<file path="src/chan_regs_pkg.sv">
// constants and types for the channel offset and status registers
package chan_regs_pkg;
   localparam logic [7:0] OFFSET_CANCEL_FINAL_PHASE_CFG_ADDR = 8'h50;
   localparam logic [7:0] CH0_UOFS_LO_ADDR = 8'h55;
   localparam logic [7:0] CH0_UOFS_HI_ADDR = 8'h56;
   localparam logic [7:0] CH1_UOFS_LO_ADDR = 8'h5d;
   localparam logic [7:0] CH1_UOFS_HI_ADDR = 8'h5e;
   localparam logic [7:0] CH0_STATUS_ADDR = 8'h60;
   localparam logic [7:0] CH1_STATUS_ADDR = 8'h70;
   localparam logic [7:0] REG_RESET = 8'h00;
   localparam int CH0_FINAL_BIT = 7;
   localparam int CH1_FINAL_BIT = 6;
   localparam int CLIP_BIT = 7;
   localparam int PHASE_LSB = 4;
   localparam int INCMPLT_BIT = 3;
   localparam int ACTIVE_BIT = 2;
   localparam int OFSERR_BIT = 1;
   localparam int STFAIL_BIT = 0;
   localparam logic [2:0] PHASE_5 = 3'h5;
   localparam logic [2:0] PHASE_6 = 3'h6;
   localparam logic [2:0] PHASE_NA = 3'h7;
   typedef enum logic [1:0] {MODE_DSI3, MODE_SPI, MODE_I2C, MODE_PSI5} comm_mode_t;
endpackage : chan_regs_pkg

</file>
<file path="src/channel_offset_status_regs.sv">
// per-channel final phase select, user offset and status registers
`timescale 1ns/1ps
// Overview of operation
// RULE1: final select 0 ends cancellation at phase 6, 1 at phase 5 with no rate limit
// RULE2: each channel keeps a 16-bit signed user offset in low and high bytes
// RULE3: offset bytes accept writes until the init lock bit is set
// RULE4: offset is added to scaled data before the offset cancellation stage
// RULE5: one offset count moves the reported value by exactly one count
// RULE6: offset bytes take part in the read/write array check
// RULE7: host keeps offset small enough to avoid compression or railing
// RULE8: status registers read-only, reset zero except the self-test incomplete bit, fixed bit layout
// RULE9: clip flag sets when the sinc output hits max or min, non-PSI5 modes
// RULE10: clip flag clears on status read or on a transmission reporting it
// RULE11: in PSI5 mode the clip flag does not act on the device
// RULE12: phase field reports phase 0..6, code 7 unused
// RULE13: offset filter cutoff follows the phase, dividing by four each step
// RULE14: self-test incomplete sets at reset, clears on test enable or PSI5 test start
// RULE15: self-test active is OR of control bits 3..0 and transducer test voltage
// RULE16: offset error sets at limit, clears on read or report, PSI5 may keep it
// RULE17: self-test fail sets on PSI5 startup failure, only reset clears it
module channel_offset_status_regs
   import chan_regs_pkg::*;
#(
   parameter int DATA_W = 16
) (
   input wire logic ref_clk,
   input wire logic rst,
   input wire logic [7:0] reg_addr,
   input wire logic reg_wr,
   input wire logic [7:0] reg_wdata,
   input wire logic reg_rd,
   input wire comm_mode_t comm_mode,
   input wire logic init_done_lock,
   input wire logic [3:0] selftest_control,
   input wire logic psi5_selftest_start,
   input wire logic psi5_selftest_fail,
   input wire logic [1:0] st_voltage_applied,
   input wire logic [1:0] sinc_at_limit,
   input wire logic [1:0] offset_limit_hit,
   input wire logic [1:0] clip_reported,
   input wire logic [1:0] ofserr_reported,
   input wire logic psi5_ofserr_hold,
   input wire logic [1:0] phase_step,
   input wire logic [2*DATA_W-1:0] scaled_data,
   output logic [7:0] reg_rdata,
   output logic [2*DATA_W-1:0] corrected_data,
   output logic [1:0] rate_limit_bypass,
   output logic [1:0] clip_to_device,
   output logic [1:0] final_phase_sel,
   output logic [5:0] cancel_phase_out,
   output logic [7:0] rw_array_checksum
);
   logic [7:0] phase_cfg_reg, phase_cfg_next;
   logic [15:0] uofs_reg [2];
   logic [15:0] uofs_next [2];
   logic [2:0] phase_reg [2];
   logic [2:0] phase_next [2];
   logic [1:0] clip_reg, clip_next, ofserr_reg, ofserr_next;
   logic incmplt_reg, incmplt_next, stfail_reg, stfail_next;
   logic [7:0] rdata_reg, rdata_next;
   logic [2*DATA_W-1:0] data_reg, data_next;
   logic [1:0] bypass_reg, bypass_next, clipout_reg, clipout_next;
   logic [7:0] sum_reg, sum_next;
   logic [7:0] stat_val [2];
   logic [1:0] stat_rd;
   logic st_any;
   logic psi5;

   assign psi5 = (comm_mode == MODE_PSI5);
   assign st_any = |selftest_control;

   // register writes and offset bytes
   always_comb begin
      phase_cfg_next = phase_cfg_reg;
      uofs_next[0] = uofs_reg[0];
      uofs_next[1] = uofs_reg[1];
      if (reg_wr) begin
         if (reg_addr == OFFSET_CANCEL_FINAL_PHASE_CFG_ADDR) begin
            phase_cfg_next = {reg_wdata[7:6], 6'h00};
         end
         if (!init_done_lock) begin // [RULE3]
            case (reg_addr)
               CH0_UOFS_LO_ADDR: uofs_next[0][7:0] = reg_wdata; // [RULE2]
               CH0_UOFS_HI_ADDR: uofs_next[0][15:8] = reg_wdata;
               CH1_UOFS_LO_ADDR: uofs_next[1][7:0] = reg_wdata;
               CH1_UOFS_HI_ADDR: uofs_next[1][15:8] = reg_wdata;
               default: uofs_next[0] = uofs_reg[0];
            endcase
         end
      end
   end

   always_ff @(posedge ref_clk) begin
      if (rst) begin
         phase_cfg_reg <= REG_RESET;
         uofs_reg[0] <= 16'h0000;
         uofs_reg[1] <= 16'h0000;
      end else begin
         phase_cfg_reg <= phase_cfg_next;
         uofs_reg[0] <= uofs_next[0];
         uofs_reg[1] <= uofs_next[1];
      end
   end

   assign final_phase_sel = {phase_cfg_reg[CH1_FINAL_BIT], phase_cfg_reg[CH0_FINAL_BIT]};
   assign stat_rd[0] = reg_rd && (reg_addr == CH0_STATUS_ADDR);
   assign stat_rd[1] = reg_rd && (reg_addr == CH1_STATUS_ADDR);

   // per-channel status and datapath
   generate
      for (genvar c = 0; c < 2; c++) begin : g_ch
         logic [2:0] limit;
         // phase advance is supplied externally; the last phase is clamped here
         assign limit = final_phase_sel[c] ? PHASE_5 : PHASE_6; // [RULE1]
         always_comb begin
            phase_next[c] = phase_reg[c];
            if (phase_step[c] && phase_reg[c] < limit) begin
               phase_next[c] = 3'(phase_reg[c] + 3'h1); // [RULE12] [RULE13]
            end
            if (phase_reg[c] > limit) begin
               phase_next[c] = limit;
            end
            // set wins over a clear in the same cycle
            clip_next[c] = clip_reg[c];
            if (stat_rd[c] || clip_reported[c]) begin
               clip_next[c] = 1'b0; // [RULE10]
            end
            if (sinc_at_limit[c] && !psi5) begin
               clip_next[c] = 1'b1; // [RULE9]
            end
            ofserr_next[c] = ofserr_reg[c];
            if ((stat_rd[c] || ofserr_reported[c]) && !(psi5 && psi5_ofserr_hold)) begin
               ofserr_next[c] = 1'b0; // [RULE16]
            end
            if (offset_limit_hit[c]) begin
               ofserr_next[c] = 1'b1; // [RULE16]
            end
            // offset added before cancellation, same lsb weight
            data_next[c*DATA_W +: DATA_W] = DATA_W'(scaled_data[c*DATA_W +: DATA_W]
               + DATA_W'(signed'(uofs_reg[c]))); // [RULE4] [RULE5]
            bypass_next[c] = final_phase_sel[c] && (phase_reg[c] == PHASE_5); // [RULE1]
            clipout_next[c] = clip_reg[c] && !psi5; // [RULE11]
         end
         always_ff @(posedge ref_clk) begin
            if (rst) begin
               phase_reg[c] <= 3'h0;
               clip_reg[c] <= 1'b0;
               ofserr_reg[c] <= 1'b0;
               data_reg[c*DATA_W +: DATA_W] <= '0;
               bypass_reg[c] <= 1'b0;
               clipout_reg[c] <= 1'b0;
            end else begin
               phase_reg[c] <= phase_next[c];
               clip_reg[c] <= clip_next[c];
               ofserr_reg[c] <= ofserr_next[c];
               data_reg[c*DATA_W +: DATA_W] <= data_next[c*DATA_W +: DATA_W];
               bypass_reg[c] <= bypass_next[c];
               clipout_reg[c] <= clipout_next[c];
            end
         end
         assign stat_val[c] = {clip_reg[c], phase_reg[c], incmplt_reg,
            st_any | st_voltage_applied[c], ofserr_reg[c], stfail_reg}; // [RULE8] [RULE15]
         assign cancel_phase_out[c*3 +: 3] = phase_reg[c];
         chk_clip_sets: assert property (@(posedge ref_clk) disable iff (rst) // [RULE9]
            sinc_at_limit[c] && !psi5 |=> clip_reg[c])
            else $error("clip not set");
         chk_clip_clears: assert property (@(posedge ref_clk) disable iff (rst) // [RULE10]
            stat_rd[c] && !sinc_at_limit[c] |=> !clip_reg[c])
            else $error("clip kept");
         chk_clip_psi5: assert property (@(posedge ref_clk) disable iff (rst) // [RULE11]
            psi5 |=> !clip_to_device[c])
            else $error("clip reached device in psi5");
         chk_phase_limit: assert property (@(posedge ref_clk) disable iff (rst) // [RULE12]
            phase_reg[c] != PHASE_NA)
            else $error("phase code 7");
         chk_phase_step: assert property (@(posedge ref_clk) disable iff (rst) // [RULE12]
            phase_step[c] && phase_reg[c] < PHASE_5
            |=> phase_reg[c] == 3'($past(phase_reg[c]) + 3'h1))
            else $error("phase not advanced");
         chk_phase_final: assert property (@(posedge ref_clk) disable iff (rst) // [RULE1]
            final_phase_sel[c] && $stable(final_phase_sel[c]) |-> ##1 phase_reg[c] <= PHASE_5)
            else $error("phase beyond 5");
         chk_phase_clamp: assert property (@(posedge ref_clk) disable iff (rst) // [RULE1]
            phase_reg[c] > limit |=> phase_reg[c] == $past(limit))
            else $error("phase not clamped");
         chk_bypass_set: assert property (@(posedge ref_clk) disable iff (rst) // [RULE1]
            final_phase_sel[c] && phase_reg[c] == PHASE_5 |=> rate_limit_bypass[c])
            else $error("rate limit not bypassed");
         chk_ofs_add: assert property (@(posedge ref_clk) disable iff (rst) // [RULE4] [RULE5]
            $stable(uofs_reg[c]) |=> data_reg[c*DATA_W +: DATA_W] == DATA_W'(
            $past(scaled_data[c*DATA_W +: DATA_W]) + DATA_W'(signed'($past(uofs_reg[c])))))
            else $error("offset sum wrong");
         chk_ofserr_sets: assert property (@(posedge ref_clk) disable iff (rst) // [RULE16]
            offset_limit_hit[c] |=> ofserr_reg[c])
            else $error("offset err lost");
         chk_ofserr_clear: assert property (@(posedge ref_clk) disable iff (rst) // [RULE16]
            stat_rd[c] && !offset_limit_hit[c] && !psi5 |=> !ofserr_reg[c])
            else $error("offset err kept after read");
         chk_ofserr_hold: assert property (@(posedge ref_clk) disable iff (rst) // [RULE16]
            psi5 && psi5_ofserr_hold && ofserr_reg[c] |=> ofserr_reg[c])
            else $error("offset err cleared in hold");
         chk_active_read: assert property (@(posedge ref_clk) disable iff (rst) // [RULE15]
            stat_rd[c] |=> reg_rdata[ACTIVE_BIT] == $past(|selftest_control | st_voltage_applied[c]))
            else $error("active flag wrong");
         chk_status_read: assert property (@(posedge ref_clk) disable iff (rst) // [RULE8]
            stat_rd[c] |=> reg_rdata[CLIP_BIT] == $past(clip_reg[c])
            && reg_rdata[PHASE_LSB +: 3] == $past(phase_reg[c])
            && reg_rdata[OFSERR_BIT] == $past(ofserr_reg[c])
            && reg_rdata[STFAIL_BIT] == $past(stfail_reg))
            else $error("status read wrong");
      end
   endgenerate

   // self-test sticky flags
   always_comb begin
      incmplt_next = incmplt_reg;
      if (selftest_control[3] || selftest_control[2] || selftest_control[0]
         || psi5_selftest_start) begin
         incmplt_next = 1'b0; // [RULE14]
      end
      stfail_next = stfail_reg | psi5_selftest_fail; // [RULE17]
   end

   always_ff @(posedge ref_clk) begin
      if (rst) begin
         incmplt_reg <= 1'b1;
         stfail_reg <= 1'b0;
      end else begin
         incmplt_reg <= incmplt_next;
         stfail_reg <= stfail_next;
      end
   end

   // read mux and simple checksum over the writable array
   always_comb begin
      case (reg_addr)
         OFFSET_CANCEL_FINAL_PHASE_CFG_ADDR: rdata_next = phase_cfg_reg;
         CH0_UOFS_LO_ADDR: rdata_next = uofs_reg[0][7:0];
         CH0_UOFS_HI_ADDR: rdata_next = uofs_reg[0][15:8];
         CH1_UOFS_LO_ADDR: rdata_next = uofs_reg[1][7:0];
         CH1_UOFS_HI_ADDR: rdata_next = uofs_reg[1][15:8];
         CH0_STATUS_ADDR: rdata_next = stat_val[0]; // [RULE8]
         CH1_STATUS_ADDR: rdata_next = stat_val[1];
         default: rdata_next = 8'h00;
      endcase
      if (!reg_rd) begin
         rdata_next = rdata_reg;
      end
      // xor check is cheap; it detects single flips, not every multi-bit upset
      sum_next = phase_cfg_reg ^ uofs_reg[0][7:0] ^ uofs_reg[0][15:8]
         ^ uofs_reg[1][7:0] ^ uofs_reg[1][15:8]; // [RULE6]
   end

   always_ff @(posedge ref_clk) begin
      if (rst) begin
         rdata_reg <= 8'h00;
         sum_reg <= 8'h00;
      end else begin
         rdata_reg <= rdata_next;
         sum_reg <= sum_next;
      end
   end

   assign reg_rdata = rdata_reg;
   assign corrected_data = data_reg;
   assign rate_limit_bypass = bypass_reg;
   assign clip_to_device = clipout_reg;
   assign rw_array_checksum = sum_reg;

   chk_lock_holds: assert property (@(posedge ref_clk) disable iff (rst) // [RULE3]
      init_done_lock |=> $stable(uofs_reg[0]) && $stable(uofs_reg[1]))
      else $error("offset written while locked");
   chk_write_lands: assert property (@(posedge ref_clk) disable iff (rst) // [RULE2] [RULE3]
      reg_wr && !init_done_lock && reg_addr == CH1_UOFS_HI_ADDR
      |=> uofs_reg[1][15:8] == $past(reg_wdata))
      else $error("offset high byte not written");
   chk_lo_write: assert property (@(posedge ref_clk) disable iff (rst) // [RULE2] [RULE3]
      reg_wr && !init_done_lock && reg_addr == CH0_UOFS_LO_ADDR
      |=> uofs_reg[0][7:0] == $past(reg_wdata))
      else $error("offset low byte not written");
   chk_cfg_write: assert property (@(posedge ref_clk) disable iff (rst) // [RULE1]
      reg_wr && reg_addr == OFFSET_CANCEL_FINAL_PHASE_CFG_ADDR
      |=> final_phase_sel == {$past(reg_wdata[CH1_FINAL_BIT]),
      $past(reg_wdata[CH0_FINAL_BIT])})
      else $error("final phase select not written");
   chk_checksum: assert property (@(posedge ref_clk) disable iff (rst) // [RULE6]
      $stable(phase_cfg_reg) && $stable(uofs_reg[0]) && $stable(uofs_reg[1])
      |=> $stable(rw_array_checksum))
      else $error("checksum moved without a write");
   chk_rdata_holds: assert property (@(posedge ref_clk) disable iff (rst) // [RULE8]
      !reg_rd |=> $stable(reg_rdata))
      else $error("read data changed without a read");
   chk_incmplt_clr: assert property (@(posedge ref_clk) disable iff (rst) // [RULE14]
      psi5_selftest_start |=> !incmplt_reg)
      else $error("incomplete kept");
   chk_incmplt_ctrl: assert property (@(posedge ref_clk) disable iff (rst) // [RULE14]
      selftest_control[3] || selftest_control[2] || selftest_control[0] |=> !incmplt_reg)
      else $error("incomplete kept after test enable");
   chk_fail_sets: assert property (@(posedge ref_clk) disable iff (rst) // [RULE17]
      psi5_selftest_fail |=> stfail_reg)
      else $error("self-test fail lost");
   chk_fail_sticky: assert property (@(posedge ref_clk) disable iff (rst) // [RULE17]
      stfail_reg |=> stfail_reg)
      else $error("self-test fail cleared");
   chk_reset_vals: assert property (@(posedge ref_clk) // [RULE8] [RULE14]
      $fell(rst) |-> incmplt_reg && !stfail_reg && clip_reg == 2'b00 && ofserr_reg == 2'b00
      && phase_reg[0] == 3'h0 && phase_reg[1] == 3'h0)
      else $error("status not at reset value");
endmodule : channel_offset_status_regs

</file>
<file path="config.mk">
export PLATFORM = sky130hd
export DESIGN_NAME = channel_offset_status_regs
export DESIGN_NICKNAME = d
export VERILOG_FILES = /design/src/chan_regs_pkg.sv /design/src/channel_offset_status_regs.sv
export SDC_FILE = /design/constraint.sdc
export NUM_CORES = 1
export LEC_CHECK = 0
export BUFFER_PORTS_ARGS = -buffer_cell sky130_fd_sc_hd__buf_2
export CORE_ASPECT_RATIO = 2
export CORE_UTILIZATION = 40
export DETAILED_ROUTE_END_ITERATION = 12
export PLACE_DENSITY = 0.6
export SLEW_MARGIN = 20
export SYNTH_ARGS = -nofsm -noshare
export SYNTH_HDL_FRONTEND = slang
export SYNTH_SLANG_ARGS = --single-unit
</file>
<file path="constraint.sdc">
create_clock -name ref_clk -period 5.05 [get_ports ref_clk]
set_input_delay 1.01 -clock ref_clk [delete_from_list [all_inputs] [get_ports ref_clk]]
set_output_delay 1.01 -clock ref_clk [all_outputs]
set_load 0.02 [all_outputs]
</file>
# [Word-level counts from Yosys, hierarchy flattened]
# Memory sizes are Yosys's and may differ from the RTL's.
# Cells that the tools add are included.
[totals] ramBits=38 word_cells=102 latchBits=0 mem_bits_ro=0 memories=2 register_bits=60 input_bits=74 output_inout_bits=60
[classes] shifts=0 n_mul=0 n_bitwise=11 n_reduce_logical=28 n_lt_le_gt_ge=4 n_mux=28 div=0 eq_ne=10 addsub=4
[memory_table] name="uofs_reg" depth=2 width=16 read_ports=2 rd_clocked_by_memory_dff=0 write_ports=2 line_no="channel_offset_status_regs.sv:54" text="logic [15:0] uofs_reg [2];"
[memory_table] name="phase_reg" depth=2 width=3 read_ports=2 rd_clocked_by_memory_dff=0 write_ports=2 line_no="channel_offset_status_regs.sv:56" text="logic [2:0] phase_reg [2];"
[ops] cell="$mux W32" n=2
[ops] cell="$eq A8 B7 Y1 const B" n=7
[ops] cell="$pmux W8 S7" n=1
[ops] cell="$add A16 B16 Y16" n=2
[ops] cell="$mux W16" n=2
[ops] cell="$mux W8" n=4
[ops] cell="$xor A8 B8 Y8" n=4
[ops] cell="$mux W3" n=6
[ops] cell="$logic_and A1 B1 Y1" n=13
[ops] cell="$mux W1" n=11
[ops] cell="$reduce_bool A2 Y1" n=4
[ops] cell="$logic_or A1 B1 Y1" n=7
[ops] cell="$or A1 B1 Y1" n=7
[ops] cell="$add A3 B1 Y3 const B" n=2
[ops] cell="$eq A3 B3 Y1 const B" n=2
[ops] cell="$gt A3 B3 Y1" n=2
[ops] cell="$lt A3 B3 Y1" n=2
[ops] cell="$mux W2" n=2
[ops] cell="$reduce_or A4 Y1" n=1
[ops] cell="$eq A2 B2 Y1 const B" n=1
[ops] cell="$logic_not A1 Y1" n=2
[ops] cell="$reduce_and A2 Y1" n=1

# [Longest topological paths before layout]
# Gate-level depths: netlist of the first run.
[depth] word_depth=6 ltp_mapped=8 ltp_nobuf=8

# [Worst setup path after synthesis of the first run]
# Ideal clock, no wire load.
[synth_path] path_kind="input to register" startpoint="input port scaled_data[16]" endpoint="register data_reg[30], in the netlist corrected_data[30]" arrival_ns=2.712 setup_time_ns=0.121 required_ns=4.929 path_stages=8 setup_slack_ns=2.217 path_cell_list="ha_1 > fa_1 > a21oi_1 > o221ai_1 > a31oi_1 > o21ai_0 > o21ai_0 > mux2_2"
[synth_via] elab_chain_cells=1
[synth_lines] element="start, declared" line_no="channel_offset_status_regs.sv:44" text="input wire logic [2*DATA_W-1:0] scaled_data,"
[synth_lines] element="$add A16 B16 Y16" line_no="channel_offset_status_regs.sv:140" text="+ DATA_W'(signed'(uofs_reg[c])));"
[synth_lines] element="end signal, assigned by index" line_no="channel_offset_status_regs.sv:156" text="data_reg[c*DATA_W +: DATA_W] <= data_next[c*DATA_W +: DATA_W];"
[synth_lines] element="end, declared" line_no="channel_offset_status_regs.sv:61" text="logic [2*DATA_W-1:0] data_reg, data_next;"
# No other way between the ends.
# A chain may end at the register's enable or synchronous reset.

# [Worst setup path after layout of the first run]
# Ends and elaborated chain as after synthesis.

==> results of run 1 <==
==> layer usage <==
metal | global-route usage [%] | routed length, um | vias up
li1 | - | - | 2358
met1 | 23.0 | 5640 | 2223
met2 | 42.1 | 7900 | 174
met3 | 3.92 | 679 | 36
met4 | 11.2 | 620 | 0
met5 | 0 | 0 | -
==> Yosys cell counts (4+ instances only) <==
cell	instances
mux2_2	7
o21ai_0	24
a21oi_1	43
dfxtp_1	98
o21a_1	6
nand2b_1	4
nor3_1	11
a211oi_1	11
a222oi_1	4
o211ai_1	5
xnor2_1	41
xor2_1	13
a22o_1	4
ha_1	38
and2_1	6
nand3_1	11
mux2i_1	22
a21o_1	12
a221oi_1	5
nand2_1	51
nor2b_1	13
o22ai_1	6
a31oi_1	5
nor2_1	83
clkbuf_1	9
a22oi_1	6
inv_1	13
buf_2	6
==> power breakdown <==
| part | switching, mW | internal, mW | leakage [nW] | total (mW) |
|---|---|---|---|---|
| combinational | 0.117 | 0.0760 | 1.84 | 0.193 |
| clock | 0.300 | 0.436 | 0.153 | 0.736 |
| sequential | 0.0113 | 0.794 | 0.801 | 0.806 |
| total | 0.428 | 1.31 | 2.79 | 1.73 |
==> metrics by stage <==
| step | power [mW] | area (um2) | instances | setup WS (ps) |
|---|---|---|---|---|
| global route | 1.80 | 6350 | 877 | 1980 |
| global placement | 1.01 | 6030 | 861 | 1890 |
| floorplan | 0.938 | 5250 | 594 | 2220 |
| detailed placement | 1.02 | 6030 | 861 | 1840 |
| finish | 1.73 | 6350 | 877 | 2180 |
| CTS | 1.75 | 6350 | 877 | 2200 |
==> logic make-up (layout without fill, tap and decap cells) <==
logic type	count (synthesis)	in the layout	synth area share (%)
flip-flops	98	98	37.4
AND/OR/NAND/NOR	200	200	17.6
buffers and inverters	32	165	2.65
adder cells (fa/ha/maj)	40	40	9.83
XOR/XNOR	54	54	9.02
AO/OA/AOI/OAI	141	141	17.8
multiplexers	29	29	5.70
==> critical path: cells and delay by family <==
kind | cells | cell delay [ps]
buffers and inverters | 1 | 100
multiplexers | 1 | 340
adder cells (fa/ha/maj) | 2 | 640
AO/OA/AOI/OAI | 5 | 1010
==> worst min path at each step <==
stage	depth (start not counted)	endpoint	startpoint
2_1_floorplan	2	stfail_reg	stfail_reg
3_3_place_gp	2	reg_rdata[2]	reg_rdata[2]
3_5_place_dp	2	reg_rdata[2]	reg_rdata[2]
4_1_cts	2	reg_rdata[2]	reg_rdata[2]
5_1_grt	2	reg_rdata[2]	reg_rdata[2]
6_report	2	reg_rdata[2]	reg_rdata[2]
==> area by class of cell <==
type,count,area [um2],area share [%]
well taps,150,188,2.96
inverters,13,48.8,0.768
flip-flops and latches,98,1960,30.9
clock inverters,6,90.1,1.42
repair buffers,136,688,10.8
multi-input cells,464,3140,49.5
clock buffers,10,229,3.61
==> results by group, run 1 <==
Setup path
  – CP Launch Type: primary input
  – FF-to-FF path depth: 7
  – Setup slack, reg-to-reg: 2550 ps
  – Slowest stage cell on the critical path: fa_1
  – Reg2reg end: corrected_data[29]
  – Crit-path max FO: 3
  – Critical path type: primary input to register
  – Start of the worst register-to-register path: uofs_reg[0][20]
  – Crit-path most repeated cell: o21ai_0
  – CP Launch Point: scaled_data[16]
  – Crit path to: corrected_data[30]
  – Critical Path RT: 5290 ps
  – Crit-path cells: buf_2 > ha_1 > fa_1 > a21oi_1 > o221ai_1 > a31oi_1 > o21ai_0 > o21ai_0 > mux2_2
  – CP max stage delay: 420 ps
  – Worst endpoint data arrival time: 3100 ps
  – Crit. End Element: register

Clock network
  – Post-CTS Hold Fix Bufs: 0
  – Htree depth: 3
  – Skew-Pair Late Insertion Delay: 350 ps
  – Post-CTS Setup Bufs: 0
  – Clock Tree Root: clkbuf_16
  – Maximum clock insertion buffer count: 2
  – CTS tree: built
  – Sink Count: 98
  – Num CTS Buffers: 9
  – CTS clk-pin slew, worst paths: 70 ps
  – CTS resizes: 0

Timing
  – Final hold viol count: 0
  – Hold WS: 451 ps
  – Setup-failing EPs final: 0
  – Setup TNS: 0 ps
  – FMAX: 349 MHz
  – Crit path time final: 2870 ps
  – Worst slew pin tran: 871 ps
  – Max-slew violation count: 0
  – RSZ-0062 raised after global routing: false
  – Slew HR: 41.9%
  – Setup Skew: 8.69 ps
  – Crit share post-route: 56.7%

Hold path
  – Tightest Hold Check Type: register to register

Yosys
  – Top cell type by total area after synthesis: dfxtp_1
  – Synth cell types: 52
  – Synth warnings: 0
  – Post-synth top flop: dfxtp_1
  – Syn Std Cell Area: 5250 um2
  – Mean area per synthesized cell: 8.83 um2
  – Synth area leaders: dfxtp_1 (37%), ha_1 (9.1%), xnor2_1 (6.8%), nor2_1 (5.9%), mux2i_1 (4.2%)
  – Syn Nets: 708
  – Register bit total from synthesis: 98
  – Top cell type's share of synthesized area: 37.4%
  – Async S/R FF share, synth: 0%
  – Post-synthesis sequential area ratio: 37.4%
  – EDFF count, synth: 0
  – Mapped Cells: 594

Placed design
  – GP Congestion: 0.889
  – I/O Buffers: 133
  – Detailed placer's ending HPWL: 11600 um

Floorplan
  – Die width: 83.0 um
  – Die area: 13600 um2
  – IO Count: 134
  – Num rows: 58
  – Core area: 12700 um2
  – Die height: 164 um
  – Initial Utilization: 41.3%

Final layout
  – Share of post-route cells with drive strength above 1: 22.7%
  – Area grow syn2layout: 21.1%
  – Final Core Density: 50.0%
  – N_diodes: 0
  – Most frequent cells in the layout: buf_2 (133), dfxtp_1 (98), nor2_1 (83)
  – Commonest non-fill, non-tap cell in the layout: buf_2
  – Final #Nets: 836
  – FILL cells: 1235

Global route
  – First-pass GRT wire length: 23700 um
  – Global Route Usage Sum: 22.2%
  – Global route total overflow: 0
  – Largest net degree at the start of global routing: 47
  – Vias in the first global route: 4738
  – Initial antenna violation count: 0

Drt
  – Drt first pass iters: 4
  – Post-route ant nets: 0
  – First-iteration detailed-routing DRC count: 228
  – Wire per inst: 16.9 um
  – DRC viols: 0
  – Routed WL: 14800 um
  – Vias per std cell: 5.46
  – Via Count: 4791

Pwr
  – VDD IR-drop max: 0.000210 V
  – Static Leakage: 2.79 nW
  – Power per cell area: 273 nW/um2

Flow run
  – Number of max-cap violations: 0

Outcome
  – Status: completed
No activity file was read; power rests on OpenSTA's default activity.
==> inputs of run 2 (changes only) <==
PLACE_DENSITY = 0.62   (was 0.6)
clock period = 2.4 ns   (was 5.05 ns; I/O delays follow)
==> results by group, run 2 (synthesis results as in run 1) <==
Outcome
  – Status: completed (unchanged)

Pwr
  – Reg power frac: 46.4% (about the same)
  – Power per cell area: 559 nW/um2 (was 273 nW/um2)
  – Clock group share of total power: 42.3% (was 42.4%)
  – NetSw: 0.902 mW (was 0.428 mW)
  – Static Leakage: 2.90 nW (was 2.79 nW)
  – Combinational cell fraction of total power: 11.3% (was 11.1%)
  – Switching share of power: 24.7% (about the same)
  – Int Power: 2.75 mW (was 1.31 mW)
  – VDD IR-drop max: 0.000410 V (was 0.000210 V)

Floorplan
  – Die width: 83.0 um (unchanged)
  – Die height: 164 um (unchanged)
  – Initial Utilization: 41.3% (unchanged)
  – Core area: 12700 um2 (unchanged)
  – Die area: 13600 um2 (unchanged)
  – Num rows: 58 (unchanged)
  – IO Count: 134 (unchanged)

Hold path
  – WHS Endpoint: stfail_reg (was reg_rdata[2])
  – Startpoint of the worst hold path: psi5_selftest_fail (was reg_rdata[2])
  – Tightest Hold Check Type: primary input to register (was register to register)
  – Hold depth: 3 (was 2)

Final layout
  – Area grow syn2layout: 24.5% (was 21.1%)
  – Share of post-route cells with drive strength above 1: 25.6% (was 22.7%)
  – Commonest non-fill, non-tap cell in the layout: buf_2 (unchanged)
  – Most frequent cells in the layout: buf_2 (133), dfxtp_1 (98), nor2_1 (83) (unchanged)
  – Final #Nets: 858 (was 836)
  – FILL cells: 1241 (was 1235)
  – N_diodes: 0 (unchanged)

Flow run
  – Number of max-cap violations: 0 (unchanged)

Global route
  – Met2 usage: 40.6% (was 42.1%)
  – GR Util met1: 22.1% (was 23.0%)
  – Grt peak-use layer: met2 (unchanged)
  – Vias in the first global route: 4818 (was 4738)
  – Global Route Usage Sum: 21.5% (was 22.2%)
  – First-pass GRT wire length: 23100 um (was 23700 um)
  – Largest net degree at the start of global routing: 28 (was 47)
  – Initial antenna violation count: 0 (unchanged)
  – Met3 GRT Util: 3.12% (was 3.92%)
  – Global route total overflow: 0 (unchanged)

Clock network
  – Skew-Pair Late Insertion Delay: 340 ps (was 350 ps)
  – Post-CTS Hold Fix Bufs: 0 (unchanged)
  – CTS tree: built (unchanged)
  – Maximum clock insertion buffer count: 2 (unchanged)
  – Htree depth: 3 (unchanged)
  – Num CTS Buffers: 9 (unchanged)
  – Clock Tree Root: clkbuf_16 (unchanged)
  – Sink Count: 98 (unchanged)
  – CTS clk-pin slew, worst paths: 70 ps (about the same)

Setup path
  – Crit-path most repeated cell: o21ai_0 (unchanged)
  – CP max stage delay: 360 ps (was 420 ps)
  – Crit. End Element: register (unchanged)
  – Crit-path max FO: 4 (was 3)
  – CP Launch Type: register (was primary input)
  – Start of the worst register-to-register path: uofs_reg[0][16] (was uofs_reg[0][20])
  – CP Launch Point: uofs_reg[0][16] (was scaled_data[16])
  – FF-to-FF path depth: 8 (was 7)
  – Worst endpoint data arrival time: 2430 ps (was 3100 ps)
  – Reg2reg end: corrected_data[30] (was corrected_data[29])
  – Critical Path RT: 2630 ps (was 5290 ps)
  – Setup slack, reg-to-reg: 210 ps (was 2550 ps)
  – Critical path type: register to register (was primary input to register)
  – Crit-path cells: ha_2 > fa_2 > a21oi_2 > o221ai_1 > a31oi_1 > o21ai_0 > o21ai_0 > mux2_2 (was buf_2 > ha_1 > fa_1 > a21oi_1 > o221ai_1 > a31oi_1 > o21ai_0 > o21ai_0 > mux2_2)
  – Slowest stage cell on the critical path: dfxtp_1 (was fa_1)

Timing
  – Setup TNS: 0 ps (unchanged)
  – Setup-failing EPs final: 0 (unchanged)
  – RSZ-0062 raised after global routing: false (unchanged)
  – Slew HR: 64.3% (was 41.9%)
  – Crit path time final: 2190 ps
  – Final hold viol count: 0 (unchanged)
  – FMAX: 456 MHz
  – Max-slew violation count: 0 (unchanged)
  – Worst slew pin tran: 536 ps (was 871 ps)
  – Setup Skew: 6.66 ps (was 8.69 ps)
  – Hold WS: 348 ps (was 451 ps)
  – Crit share post-route: 91.4%

Drt
  – DRC viols: 0 (unchanged)
  – Via Count: 4818 (was 4791)
  – Post-route ant nets: 0 (unchanged)
  – Vias per std cell: 5.36 (was 5.46)
  – Wire per inst: 16.2 um (was 16.9 um)
  – Routed WL: 14500 um (was 14800 um)
  – First-iteration detailed-routing DRC count: 234 (was 228)
  – Drt first pass iters: 4 (unchanged)

Placed design
  – Detailed placer's ending HPWL: 11500 um (was 11600 um)
  – I/O Buffers: 133 (unchanged)
  – GP Congestion: 0.897 (was 0.889)
-- run 2: critical path: cells and delay by family (launching register included) --
kind	cells	cell delay [ps]
compound gates	5	810
fa+ha+maj	2	570
flops	1	360
mux	1	350
-- run 2: per-layer routing --
metal	part of all wire, %	routed length, um	vias up
met1	39	5600	2223
met3	3.3	484	39
li1	-	-	2416
met2	54	7790	140
met4	4.4	641	0
met5	0	0	-
-- run 2: worst max path at each step --
| stage | slack, ps | to |
|---|---|---|
| floorplan | 100 | corrected_data[30] |
| global placement | -130 | corrected_data[30] |
| detailed placement | -160 | corrected_data[30] |
| CTS | 40 | corrected_data[30] |
| global route | 20 | corrected_data[31] |
| finish | 210 | corrected_data[30] |
-- run 2: power groups by stage --
stage          logic (mW)  clock network, mW  registers (mW)
2_1_floorplan       0.194                  0            1.78
3_3_place_gp        0.405                  0            1.73
3_5_place_dp        0.413                  0            1.73
4_1_cts             0.414               1.58            1.70
5_1_grt             0.454               1.64            1.70
6_report            0.413               1.54            1.69
-- run 2: metrics by stage --
stage	instances	cell area, um2	worst slack (ps)	util, %	power, mW
2_1_floorplan	594	5250	97.1	-	1.97
3_3_place_gp	883	6200	-130	48.8	2.14
3_5_place_dp	883	6200	-165	48.8	2.15
4_1_cts	899	6520	39.8	51.3	3.69
5_1_grt	899	6530	24.8	51.4	3.79
6_report	899	6530	207	51.4	3.65
-- run 2: layout make-up --
class	count	area, um2	share of cell area [%]
Multi-Input combinational cell	464	3160	48.4
Sequential cell	98	1960	30.0
Timing Repair Buffer	158	853	13.1
Clock buffer	9	225	3.45
Tap cell	150	188	2.87
Clock inverter	7	93.8	1.44
Inverter	13	48.8	0.747
-- run 2: repair_timing --
item,in CTS,in global routing
gates resized for setup,0,4
endpoints found under the hold margin,0,0
setup endpoints to repair,0,3
setup buffers,0,0
